`src/rtl/rssi_pwm_pkg.sv`:
```
// constants and types shared by the signal-strength indicator files
package rssi_pwm_pkg;
  // ---------------------------------------------------------------
  // clock and timing
  // ---------------------------------------------------------------
  localparam int CLK_PERIOD_NS   = 50;
  localparam int PERIOD_TIME_NS  = 8320000;
  localparam int PWM_STEPS       = 40;
  localparam int PERIOD_CYCLES   = PERIOD_TIME_NS / CLK_PERIOD_NS;
  localparam int STEP_CYCLES     = PERIOD_CYCLES / PWM_STEPS;
  localparam int HOLD_UNIT_NS    = 100000000;
  localparam int HOLD_UNIT_CYC   = HOLD_UNIT_NS / CLK_PERIOD_NS;
  localparam int MS_TIME_NS      = 1000000;
  localparam int MS_CYCLES       = MS_TIME_NS / CLK_PERIOD_NS;
  localparam int STRAP_CYCLES    = 4;
  // ---------------------------------------------------------------
  // duty mapping
  // ---------------------------------------------------------------
  localparam logic [5:0] DUTY_MAX_STEPS = 6'h26;
  localparam logic [5:0] DUTY_BASE      = 6'h0D;
  localparam logic [7:0] LEVEL_MIN      = 8'h06;
  localparam logic [7:0] LEVEL_MAX      = 8'h36;
  localparam logic [7:0] LEVEL_SENS     = 8'h06;
  // ---------------------------------------------------------------
  // command port
  // ---------------------------------------------------------------
  localparam logic [7:0] CMD_HOLD_TIME  = 8'h22;
  localparam logic [7:0] HOLD_RANGE_MAX = 8'h7F;
  localparam logic [7:0] HOLD_FOREVER   = 8'hFF;
  localparam logic [7:0] HOLD_RESET     = 8'h00;
  localparam logic [7:0] MS_SATURATE    = 8'hFF;

  typedef enum logic [1:0] {
    PIN_STRAP = 2'b00,
    PIN_INPUT = 2'b01,
    PIN_DRIVE = 2'b10
  } pin_phase_type;
endpackage

```
`src/rtl/rssi_pwm_indicator.sv`:
```
// signal-strength indicator: pwm on the shared config pin
// Notes on behaviour
// - period is 40 equal steps of 0.208 ms, 8.32 ms in total.
// - high time ranges from zero to 95 percent of the period.
// - signal at or below sensitivity gives zero duty.
// - 10, 20, 30 dB above sensitivity give 47.5, 62.5, 77.5 %.
// - hold time 0..0x7F times 100 ms; zero disables; zero default.
// - nonzero hold shows strength for hold time, then output low.
// - output low from power-up until a packet arrives.
// - hold value 0xFF keeps the output permanently active.
// - shared pin is an input and sampled at power-up for command mode.
// - afterwards, with nonzero hold, pin becomes an output driven low.
// - with nonzero hold, pin stays input for hold-value ms after power-up.
// - hold time is command code 0x22; a read returns one byte.
// - last packet level kept in 0x06..0x36, higher is stronger.
`timescale 1ns/1ps
module rssi_pwm_indicator
  import rssi_pwm_pkg::*;
#(
  parameter int STEP_CYC = STEP_CYCLES,
  parameter int UNIT_CYC = HOLD_UNIT_CYC,
  parameter int MSEC_CYC = MS_CYCLES
)(
  input  wire logic       clk,
  input  wire logic       rstn,
  input  wire logic       ce,
  input  wire logic       pkt_valid,
  input  wire logic [7:0] pkt_level,
  input  wire logic [7:0] hold_time_boot,
  input  wire logic       cmd_wr,
  input  wire logic       cmd_rd,
  input  wire logic [7:0] cmd_code,
  input  wire logic [7:0] cmd_wdata,
  output logic            rd_valid,
  output logic      [7:0] rd_data,
  output logic      [7:0] last_packet_signal_level,
  output logic            cmd_mode,
  input  wire logic       config_pin_i,
  output logic            config_pin_o,
  output logic            config_pin_oe
);
  // ---------------------------------------------------------------
  // declarations
  // ---------------------------------------------------------------
  logic [5:0]    duty_steps;
  logic          pin_sync1_ff;
  logic          pin_sync2_ff;
  logic [2:0]    strap_cnt_ff;
  logic          boot_done_ff;
  logic [7:0]    signal_indicator_hold_time_ff;
  logic [23:0]   step_cnt_ff;
  logic [5:0]    step_idx_ff;
  logic          active_ff;
  logic [6:0]    hold_left_ff;
  logic [23:0]   unit_cnt_ff;
  logic [23:0]   ms_cnt_ff;
  logic [7:0]    ms_elapsed_ff;
  pin_phase_type phase_ff;
  pin_phase_type nxt_phase;
  logic          hit_cmd;
  logic          wr_ok;
  logic          step_end;
  logic          unit_end;

  assign hit_cmd  = (cmd_code == CMD_HOLD_TIME);
  assign wr_ok    = (cmd_wdata <= HOLD_RANGE_MAX) ||
                    (cmd_wdata == HOLD_FOREVER);
  assign step_end = (step_cnt_ff == 24'(STEP_CYC - 1));
  assign unit_end = (unit_cnt_ff == 24'(UNIT_CYC - 1));

  level_to_duty u_map (
    .clk                      (clk),
    .rstn                     (rstn),
    .ce                       (ce),
    .pkt_valid                (pkt_valid),
    .pkt_level                (pkt_level),
    .last_packet_signal_level (last_packet_signal_level),
    .duty_steps               (duty_steps)
  );

  // ---------------------------------------------------------------
  // pin synchroniser and power-up strap
  // ---------------------------------------------------------------
  always_ff @(posedge clk or negedge rstn) begin
    if (!rstn) begin
      pin_sync1_ff <= 1'b1;
      pin_sync2_ff <= 1'b1;
    end else if (ce) begin
      pin_sync1_ff <= config_pin_i;
      pin_sync2_ff <= pin_sync1_ff;
    end
  end

  always_ff @(posedge clk or negedge rstn) begin
    if (!rstn) begin
      strap_cnt_ff <= 3'h0;
      cmd_mode     <= 1'b0;
    end else if (ce && phase_ff == PIN_STRAP) begin
      strap_cnt_ff <= strap_cnt_ff + 3'h1;
      if (strap_cnt_ff == 3'(STRAP_CYCLES - 1)) begin
        cmd_mode <= ~pin_sync2_ff;
      end
    end
  end

  // ---------------------------------------------------------------
  // pin direction phases
  // ---------------------------------------------------------------
  always_comb begin
    nxt_phase = phase_ff;
    unique case (phase_ff)
      PIN_STRAP: begin
        if (strap_cnt_ff == 3'(STRAP_CYCLES - 1)) begin
          nxt_phase = PIN_INPUT;
        end
      end
      PIN_INPUT: begin
        if (signal_indicator_hold_time_ff != 8'h00 &&
            ms_elapsed_ff >= signal_indicator_hold_time_ff) begin
          nxt_phase = PIN_DRIVE;
        end
      end
      PIN_DRIVE: begin
        // a larger setting written later reopens the input window
        if (signal_indicator_hold_time_ff == 8'h00) begin
          nxt_phase = PIN_INPUT;
        end else if (ms_elapsed_ff < signal_indicator_hold_time_ff) begin
          nxt_phase = PIN_INPUT;
        end
      end
      default: nxt_phase = PIN_STRAP;
    endcase
  end

  always_ff @(posedge clk or negedge rstn) begin
    if (!rstn) begin
      phase_ff      <= PIN_STRAP;
      config_pin_oe <= 1'b0;
    end else if (ce) begin
      phase_ff      <= nxt_phase;
      config_pin_oe <= (nxt_phase == PIN_DRIVE);
    end
  end

  // milliseconds since power-up, saturating
  always_ff @(posedge clk or negedge rstn) begin
    if (!rstn) begin
      ms_cnt_ff     <= 24'h000000;
      ms_elapsed_ff <= 8'h00;
    end else if (ce && ms_elapsed_ff != MS_SATURATE) begin
      if (ms_cnt_ff == 24'(MSEC_CYC - 1)) begin
        ms_cnt_ff     <= 24'h000000;
        ms_elapsed_ff <= ms_elapsed_ff + 8'h01;
      end else begin
        ms_cnt_ff <= ms_cnt_ff + 24'h000001;
      end
    end
  end

  // ---------------------------------------------------------------
  // hold-time setting and command port
  // ---------------------------------------------------------------
  always_ff @(posedge clk or negedge rstn) begin
    if (!rstn) begin
      boot_done_ff                  <= 1'b0;
      signal_indicator_hold_time_ff <= HOLD_RESET;
    end else if (ce) begin
      boot_done_ff <= 1'b1;
      if (!boot_done_ff) begin
        if ((hold_time_boot <= HOLD_RANGE_MAX) ||
            (hold_time_boot == HOLD_FOREVER)) begin
          signal_indicator_hold_time_ff <= hold_time_boot;
        end
      end else if (cmd_wr && hit_cmd && wr_ok) begin
        signal_indicator_hold_time_ff <= cmd_wdata;
      end
    end
  end

  always_ff @(posedge clk or negedge rstn) begin
    if (!rstn) begin
      rd_valid <= 1'b0;
      rd_data  <= 8'h00;
    end else if (ce) begin
      rd_valid <= cmd_rd && hit_cmd;
      if (cmd_rd && hit_cmd) begin
        rd_data <= signal_indicator_hold_time_ff;
      end
    end
  end

  // ---------------------------------------------------------------
  // activity hold timer
  // ---------------------------------------------------------------
  always_ff @(posedge clk or negedge rstn) begin
    if (!rstn) begin
      active_ff    <= 1'b0;
      hold_left_ff <= 7'h00;
      unit_cnt_ff  <= 24'h000000;
    end else if (ce) begin
      if (signal_indicator_hold_time_ff == 8'h00) begin
        active_ff <= 1'b0;
      end else if (pkt_valid) begin
        active_ff    <= 1'b1;
        hold_left_ff <= signal_indicator_hold_time_ff[6:0];
        unit_cnt_ff  <= 24'h000000;
      end else if (signal_indicator_hold_time_ff != HOLD_FOREVER &&
                   active_ff) begin
        if (unit_end) begin
          unit_cnt_ff  <= 24'h000000;
          hold_left_ff <= hold_left_ff - 7'h01;
          if (hold_left_ff <= 7'h01) begin
            active_ff <= 1'b0;
          end
        end else begin
          unit_cnt_ff <= unit_cnt_ff + 24'h000001;
        end
      end
    end
  end

  // ---------------------------------------------------------------
  // pwm waveform
  // ---------------------------------------------------------------
  always_ff @(posedge clk or negedge rstn) begin
    if (!rstn) begin
      step_cnt_ff <= 24'h000000;
      step_idx_ff <= 6'h00;
    end else if (ce) begin
      if (step_end) begin
        step_cnt_ff <= 24'h000000;
        if (step_idx_ff == 6'(PWM_STEPS - 1)) begin
          step_idx_ff <= 6'h00;
        end else begin
          step_idx_ff <= step_idx_ff + 6'h01;
        end
      end else begin
        step_cnt_ff <= step_cnt_ff + 24'h000001;
      end
    end
  end

  always_ff @(posedge clk or negedge rstn) begin
    if (!rstn) begin
      config_pin_o <= 1'b0;
    end else if (ce) begin
      config_pin_o <= active_ff && (step_idx_ff < duty_steps);
    end
  end
endmodule

```
`src/rtl/level_to_duty.sv`:
```
// last packet signal level store and duty step mapping
`timescale 1ns/1ps
module level_to_duty
  import rssi_pwm_pkg::*;
(
  input  wire logic       clk,
  input  wire logic       rstn,
  input  wire logic       ce,
  input  wire logic       pkt_valid,
  input  wire logic [7:0] pkt_level,
  output logic      [7:0] last_packet_signal_level,
  output logic      [5:0] duty_steps
);
  // ---------------------------------------------------------------
  // mapping
  // ---------------------------------------------------------------
  // 1.5 % per dB above sensitivity, 2.5 % per step: 13 + 0.6 * dB
  function automatic logic [5:0] duty_of(input logic [7:0] lvl);
    logic [7:0]  db;
    logic [11:0] raw;
    db  = 8'h00;
    raw = 12'h000;
    if (lvl <= LEVEL_SENS) begin
      duty_of = 6'h00;
    end else begin
      db  = lvl - LEVEL_SENS;
      raw = 12'(DUTY_BASE) + 12'((12'(db) * 12'h006) / 12'h00A);
      if (raw > 12'(DUTY_MAX_STEPS)) begin
        duty_of = DUTY_MAX_STEPS;
      end else begin
        duty_of = raw[5:0];
      end
    end
  endfunction

  function automatic logic [7:0] clamp_level(input logic [7:0] lvl);
    if (lvl < LEVEL_MIN) begin
      clamp_level = LEVEL_MIN;
    end else if (lvl > LEVEL_MAX) begin
      clamp_level = LEVEL_MAX;
    end else begin
      clamp_level = lvl;
    end
  endfunction

  // ---------------------------------------------------------------
  // registers
  // ---------------------------------------------------------------
  always_ff @(posedge clk or negedge rstn) begin
    if (!rstn) begin
      last_packet_signal_level <= LEVEL_MIN;
      duty_steps               <= 6'h00;
    end else if (ce && pkt_valid) begin
      last_packet_signal_level <= clamp_level(pkt_level);
      duty_steps               <= duty_of(clamp_level(pkt_level));
    end
  end
endmodule

```
`config.mk`:
```
export PLATFORM = sky130hd
export DESIGN_NAME = rssi_pwm_indicator
export DESIGN_NICKNAME = d
export VERILOG_FILES = /design/src/rtl/rssi_pwm_pkg.sv /design/src/rtl/rssi_pwm_indicator.sv /design/src/rtl/level_to_duty.sv
export SDC_FILE = /design/constraint.sdc
export NUM_CORES = 1
export LEC_CHECK = 0
export BUFFER_PORTS_ARGS = -buffer_cell sky130_fd_sc_hd__buf_2
export CAP_MARGIN = 20
export CORE_UTILIZATION = 35
export CTS_BUF_LIST = sky130_fd_sc_hd__clkbuf_4 sky130_fd_sc_hd__clkbuf_8
export CTS_CLUSTER_SIZE = 12
export DETAILED_ROUTE_END_ITERATION = 6
export GPL_ROUTABILITY_DRIVEN = 1
export PLACE_DENSITY_LB_ADDON = 0.2
export REMOVE_ABC_BUFFERS = 1
export SYNTH_ARGS = -nofsm -noshare
export SYNTH_HDL_FRONTEND = slang
export SYNTH_SLANG_ARGS = --single-unit
```
`constraint.sdc`:
```
create_clock -name clk -period 7.8 [get_ports clk]
set_clock_uncertainty 0.1 [all_clocks]
set_input_delay 1.56 -clock clk [delete_from_list [all_inputs] [get_ports clk]]
set_output_delay 1.56 -clock clk [all_outputs]
set_load 0.05 [all_outputs]
```
==> summary.txt, run 1 <==
Outcome
  – Run status: finished with violations
  – Failing checks: negative setup slack

Final layout
  – Finished Cell Area: 13600 um^2
  – Share of cells above drive strength 1: 39.0%
  – NumNets Final: 1441
  – Antenna cells: 0
  – Area Overhead vs Synth: 37.5%
  – Final core utilization: 48.9%

Global route
  – Initial antenna violation count: 0
  – First-pass GRT wire length: 45.8 mm
  – Grt total ovfl: 0
  – Largest net degree at the start of global routing: 74
  – Total GRT Usage: 19.7%
  – Number of global-route vias before repair: 9153

Clock tree
  – H-tree levels: 4
  – Number of hold buffers added after CTS: 0
  – Clock latency reported for the late side of the worst-skew pair: 0.45 ns
  – Sink Count: 136
  – Clk root buf: clkbuf_8
  – CTS tree: done
  – Clock slew at reported path FFs: 0.07 ns
  – Total CTS buffers: 17
  – Max clock buf depth: 2

Timing
  – Fin Hold WS: 0.371 ns
  – Final Cycle Share: 116%
  – RSZ-0062 raised after global routing: true
  – Final setup viols: 6
  – Final hold vios: 0
  – Post-route minimum period: 9.02 ns
  – Slew at the pin closest to its max-slew limit: 0.934 ns
  – Setup ws final: -1.22 ns
  – F_max: 111 MHz
  – Max_slew headroom: 37.1%
  – Final Max Tran Viols: 0

Setup path
  – Most frequent CP cell: buf_4
  – Max FO, Critical Path: 5
  – Crit Path Category: in2reg
  – Crit path launch type: input pin
  – Worst EP arrival: 9.25 ns
  – CP max-delay cell: or4_4
  – WP data required: 8.03 ns
  – Endpoint class of the critical path: flop
  – CP max stage delay: 0.57 ns

Place
  – Buffers added on ports: 58
  – DP Wirelength: 20.5 mm
  – Dpl cell area: 12000 um^2
  – Routability congestion estimate: 0.874

Floorplanning
  – Die area: 28800 um^2
  – Initial core utilization: 35.6%
  – Core ar.: 27700 um^2
  – Num rows: 61
  – Number of placed I/O pins: 59
  – Die height: 170 um
  – Die X: 170 um

Detailed routing
  – Antenna viol nets, final: 0
  – Wire length per cell: 15.7 um
  – Initial DRT Pass Iterations: 5
  – DR iter-0 viols: 473
  – Vias post-DR: 9240
  – Drt via density: 5.26
  – DRC: 0
  – Post-Route WL: 27.6 mm

Logic synthesis
  – Synth top area cells: dfrtp_1 (34%), ha_1 (4.7%), nor2_1 (4.0%)
  – Post-synth EDFFs: 0
  – Synthesized area per cell: 9.13 um^2
  – Fraction of registers with async set/reset: 100%
  – Top cell type's share of synthesized area: 33.5%
  – FF+latch count, synth: 136
  – Commonest cells post-synth: dfrtp_1 (132), nor2_1 (105), nand2_1 (98), o21ai_0 (56)
  – Yosys Warn Count: 0
  – Netlist Area Pre-Place: 9860 um^2
  – Cells after Synth: 1079
  – Synth area leader: dfrtp_1
  – Unique cell type count in the Yosys netlist: 113
  – Seq/Total Area, Yosys: 34.6%
  – Most frequent cell after synthesis: dfrtp_1
  – Main synth FF type: dfrtp_1

Pwr
  – Pwr dens: 253 nW/um^2
  – Gate power share: 58.1%
  – P_leak: 5.97 nW
  – Part of the power in registers: 25.2%
  – Switch Pwr: 0.00136 W
  – Switching share of power: 39.7%
  – Maximum vdd drop: 0.181 mV
  – Clock power share: 16.8%
  – Internal Dissipation: 0.00207 W

Run
  – Max-Cap Viols: 0

Min path
  – Worst hold path type: reg2reg
power by group through the flow:
stage                     Combinational, W  Clock, W  Sequential, W
after floorplan                   0.000934         0       0.000882
after global placement             0.00158         0       0.000875
after detailed placement           0.00159         0       0.000875
after CTS                          0.00185  0.000591       0.000863
after global routing               0.00214  0.000618       0.000876
final                              0.00199  0.000575       0.000863
registers in the layout, indices dropped and copies added (netlist names), 2 cells and up:
| name | count |
|---|---|
| hold_left_ff | 7 |
| ms_cnt_ff | 24 |
| ms_elapsed_ff | 8 |
| phase_ff | 2 |
| rd_data | 8 |
| signal_indicator_hold_time_ff | 8 |
| step_cnt_ff | 24 |
| step_idx_ff | 6 |
| strap_cnt_ff | 3 |
| u_map.duty_steps | 6 |
| u_map.last_packet_signal_level | 8 |
| unit_cnt_ff | 24 |
path summary, 6_finish.rpt:
kind	startpoint	endpoint	slack [ns]	cells after the start
min in group asynchronous	rstn	hold_left_ff[3]$_DFFE_PN0P_	1.00	1
worst max-delay path	pkt_level[3]	u_map.duty_steps[5]$_DFFE_PN0P_	-1.22	41
worst min register to register	ms_cnt_ff[4]$_DFFE_PN0P_	ms_cnt_ff[4]$_DFFE_PN0P_	0.37	1
worst min-delay path	ms_cnt_ff[4]$_DFFE_PN0P_	ms_cnt_ff[4]$_DFFE_PN0P_	0.37	1
max in group asynchronous	rstn	step_cnt_ff[1]$_DFFE_PN0P_	5.28	2
worst max register to register	signal_indicator_hold_time_ff[0]$_DFFE_PN0P_	unit_cnt_ff[21]$_DFFE_PN0P_	4.67	10
cell usage in the layout (no fill, tap or decap), types with 9 or more instances in the layout:
cell type / Yosys / routed
a21o_1: 14 / 14
o21ai_0: 56 / 56
mux2_2: 16 / 15
mux2i_1: 14 / 13
nand2_1: 98 / 93
inv_1: 28 / 26
nand4_1: 26 / 26
dfrtp_1: 132 / 132
xnor2_1: 45 / 41
nor4_1: 15 / 15
ha_1: 37 / 31
nand3_1: 50 / 45
nor3_1: 40 / 32
buf_4: 2 / 224
o21ai_2: 4 / 10
buf_6: 3 / 12
xor2_1: 38 / 37
a31oi_1: 15 / 11
nor2_1: 105 / 97
nand2b_1: 10 / 10
a21oi_1: 50 / 41
nor2b_1: 10 / 10
a21oi_2: 5 / 9
clkbuf_8: 0 / 18
buf_2: 2 / 55
and3_1: 16 / 14
per-layer routing:
metal,track usage [%],vias up,routed length [um]
met5,0,-,0
met2,33.8,161,13400
met3,2.38,47,685
li1,-,4575,-
met1,25.5,4457,12900
met4,6.50,0,618
worst max-delay path, delay by kind of cell:
kind / cells / cell delay, ns
AND/OR/NAND/NOR: 12 / 2.63
adder cells (fa/ha/maj): 3 / 0.56
buffers and inverters: 10 / 1.29
XOR/XNOR: 1 / 0.14
AO/OA/AOI/OAI: 15 / 3.02
metrics by stage:
step                      power [W]  cells  setup WS, ns  TNS (ns)
after global placement      0.00246   1690         -2.19    -12.59
after global routing        0.00363   1756         -1.60     -9.41
after floorplan             0.00182   1053         -2.63    -15.08
final                       0.00343   1756         -1.22     -7.12
after CTS                   0.00330   1746         -1.02     -5.65
after detailed placement    0.00246   1690         -2.33    -13.45
kinds of logic after synthesis:
group / Yosys count / synth area share, %
xor gates and xnor gates: 89 / 8.48
buffers and inverters: 56 / 2.46
DFF: 136 / 34.6
other: 2 / 0.0762
and+or+nand+nor: 444 / 23.7
AOI/OAI and AO/OA: 284 / 22.6
muxes: 31 / 3.40
adders and majority gates: 37 / 4.70
what timing repair did:
action / CTS / global route
endpoints found under the setup margin: 6 / 6
pin swaps: 58 / 33
setup buffers: 25 / 11
gates resized for setup: 118 / 42
hold endpoints to repair: 0 / 0
cell type report:
class | instances | area [um^2]
Tap cell | 378 | 473
Timing Repair Buffer | 293 | 2130
Inverter | 29 | 109
Clock buffer | 20 | 263
Sequential cell | 136 | 3410
Clock inverter | 12 | 130
Multi-Input combinational cell | 888 | 7040
Fill cell | 2601 | 14200
Power figures use the tool's default switching activity.
==> run 2, diff against run 1 <==
--- a/config.mk
+++ b/config.mk
@@ -5,7 +5,7 @@
 export SDC_FILE = /design/constraint.sdc
 export NUM_CORES = 1
 export LEC_CHECK = 0
-export BUFFER_PORTS_ARGS = -buffer_cell sky130_fd_sc_hd__buf_2
+export BUFFER_PORTS_ARGS = -buffer_cell sky130_fd_sc_hd__clkbuf_2
 export CAP_MARGIN = 20
 export CORE_UTILIZATION = 35
 export CTS_BUF_LIST = sky130_fd_sc_hd__clkbuf_4 sky130_fd_sc_hd__clkbuf_8
==> run 2 against run 1 <==
The flow still finishes with violations (negative setup slack). Count of clock-buffer cells in the layout increased by 4. Critical path depth is 4 higher. Sequential share of layout area is 0.71 points lower. Sequential power about the same. Via count increased by 0.75%. Die area unchanged. Maximum frequency increased by 0.29%. Flip-flop and latch count did not move. Register-to-register slack better by 0.06 ns. Design area grew 2.9%. Non-clock buffer count rose by 18. First-iteration DRC count is 13% higher. Critical endpoint is now u_map.duty_steps[2]$_DFFE_PN0P_.
==> summary.txt, run 2 (synthesized netlist as in run 1, its figures left out) <==
Global route
  – First-pass GRT wire length: 46.5 mm
  – Grt total ovfl: 0
  – Number of global-route vias before repair: 9209
  – Initial antenna violation count: 0
  – Largest net degree at the start of global routing: 75
  – Total GRT Usage: 20.0%

Floorplanning
  – Number of placed I/O pins: 59
  – Die X: 170 um
  – Core ar.: 27700 um^2
  – Initial core utilization: 35.6%
  – Die height: 170 um
  – Die area: 28800 um^2
  – Num rows: 61

Timing
  – Final hold vios: 0
  – Final Cycle Share: 115%
  – Final Max Tran Viols: 0
  – Max_slew headroom: 36.7%
  – F_max: 111 MHz
  – Slew at the pin closest to its max-slew limit: 0.941 ns
  – RSZ-0062 raised after global routing: true
  – Final setup viols: 6
  – Setup tns final: -6.65 ns
  – Post-route minimum period: 8.99 ns
  – Setup ws final: -1.19 ns

Detailed routing
  – Antenna viol nets, final: 0
  – DR iter-0 viols: 535
  – Wire length per cell: 15.8 um
  – DRC: 0
  – Post-Route WL: 28.0 mm
  – Vias post-DR: 9309
  – Drt via density: 5.25
  – Initial DRT Pass Iterations: 5

Pwr
  – Internal Dissipation: 0.00213 W
  – Switch Pwr: 0.00139 W
  – Part of the power in registers: 24.6%
  – Gate power share: 58.7%
  – Pwr dens: 252 nW/um^2
  – Total Power: 0.00352 W
  – Maximum vdd drop: 0.212 mV
  – P_leak: 6.09 nW
  – Switching share of power: 39.4%
  – Clock power share: 16.8%

Clock tree
  – Clock slew at reported path FFs: 0.07 ns
  – Total CTS buffers: 17
  – Max clock buf depth: 2
  – Clk root buf: clkbuf_8
  – H-tree levels: 4
  – CTS tree: done
  – Clock latency reported for the late side of the worst-skew pair: 0.44 ns
  – Sink Count: 136
  – Number of hold buffers added after CTS: 0

Outcome
  – Failing checks: negative setup slack
  – Run status: finished with violations

Final layout
  – Share of cells above drive strength 1: 40.5%
  – Most frequent cells in the layout: buf_4 (227), dfrtp_1 (132), nor2_1 (99)
  – Commonest non-fill, non-tap cell in the layout: buf_4
  – NumNets Final: 1459
  – Area Overhead vs Synth: 41.5%
  – Antenna cells: 0
  – Fill cells: 2556
  – Biggest regs: ms_cnt_ff (24), step_cnt_ff (24), unit_cnt_ff (24)

Setup path
  – Max FO, Critical Path: 6
  – CP max-delay cell: o32ai_4
  – WP data required: 8.03 ns
  – Worst EP arrival: 9.22 ns
  – Crit Path Category: in2reg
  – Family with the most delay on the worst path: compound AO/OA/AOI/OAI gates
  – CP max stage delay: 0.42 ns
  – Worst Path Buf+Inv: 10
  – Most frequent CP cell: buf_4
  – Crit path launch type: input pin
  – Endpoint class of the critical path: flop

Place
  – DP Wirelength: 20.8 mm
  – Buffers added on ports: 58
  – Routability congestion estimate: 0.908

Min path
  – Worst hold path type: reg2reg

Run
  – Max-Cap Viols: 0
run 2: layer usage:
layer	wire length [um]	share of wire [%]	GRT usage, %
met3	836	3.0	2.64
met4	453	1.6	6.03
met2	13700	49	34.7
met5	0	0	0
met1	13100	47	25.8
run 2: repair_timing:
item                       4_1_cts  5_1_grt
pin swaps                       85       75
setup buffers                   41       17
gates resized for setup        145       61
setup endpoints to repair        6        6
run 2: worst min-delay path: stages, from the launching register on:
cell,delay (ns)
dfrtp_1,0.34
nand2_1,0.05
nand2_1,0.05
run 2: cell type report:
cell class	instances	area, um^2	share of cell area [%]
timing repair buffer	311	2320	16.7
multi-input combinational	888	7230	51.9
inverter	29	109	0.781
sequential	136	3410	24.4
tap	378	473	3.39
clock buffer	24	305	2.19
clock inverter	7	93.8	0.673
run 2: stage by stage:
step	cell area [um^2]	util [%]	setup WS, ns	hold WS, ns	std cells
after floorplan	9730	-	-2.63	0.338	1053
after global placement	12000	43.2	-2.11	0.361	1685
after detailed placement	12000	43.2	-2.29	0.361	1685
after CTS	13500	48.7	-1.16	0.379	1756
after global routing	13900	50.3	-1.52	0.395	1773
final	13900	50.3	-1.19	0.373	1773
run 2: worst paths after layout:
kind | cells after the start | endpoint | slack (ns) | from
setup / recovery | 45 | u_map.duty_steps[2]$_DFFE_PN0P_ | -1.19 | pkt_level[5]
hold / removal | 2 | u_map.last_packet_signal_level[4]$_DFFE_PN0P_ | 0.37 | u_map.last_packet_signal_level[4]$_DFFE_PN0P_
setup reg to reg | 10 | unit_cnt_ff[21]$_DFFE_PN0P_ | 4.73 | signal_indicator_hold_time_ff[0]$_DFFE_PN0P_
hold reg to reg | 2 | u_map.last_packet_signal_level[4]$_DFFE_PN0P_ | 0.37 | u_map.last_packet_signal_level[4]$_DFFE_PN0P_
max in group asynchronous | 2 | ms_cnt_ff[10]$_DFFE_PN0P_ | 5.27 | rstn
min in group asynchronous | 1 | hold_left_ff[4]$_DFFE_PN0P_ | 0.97 | rstn
run 2: power by group through the flow:
stage	Combinational, W	Clock, W	Sequential [W]
floorplan	0.000934	0	0.000882
global route	0.00221	0.000633	0.000877
global placement	0.00158	0	0.000876
detailed placement	0.00159	0	0.000877
CTS	0.00187	0.000607	0.000864
finish	0.00206	0.000590	0.000864
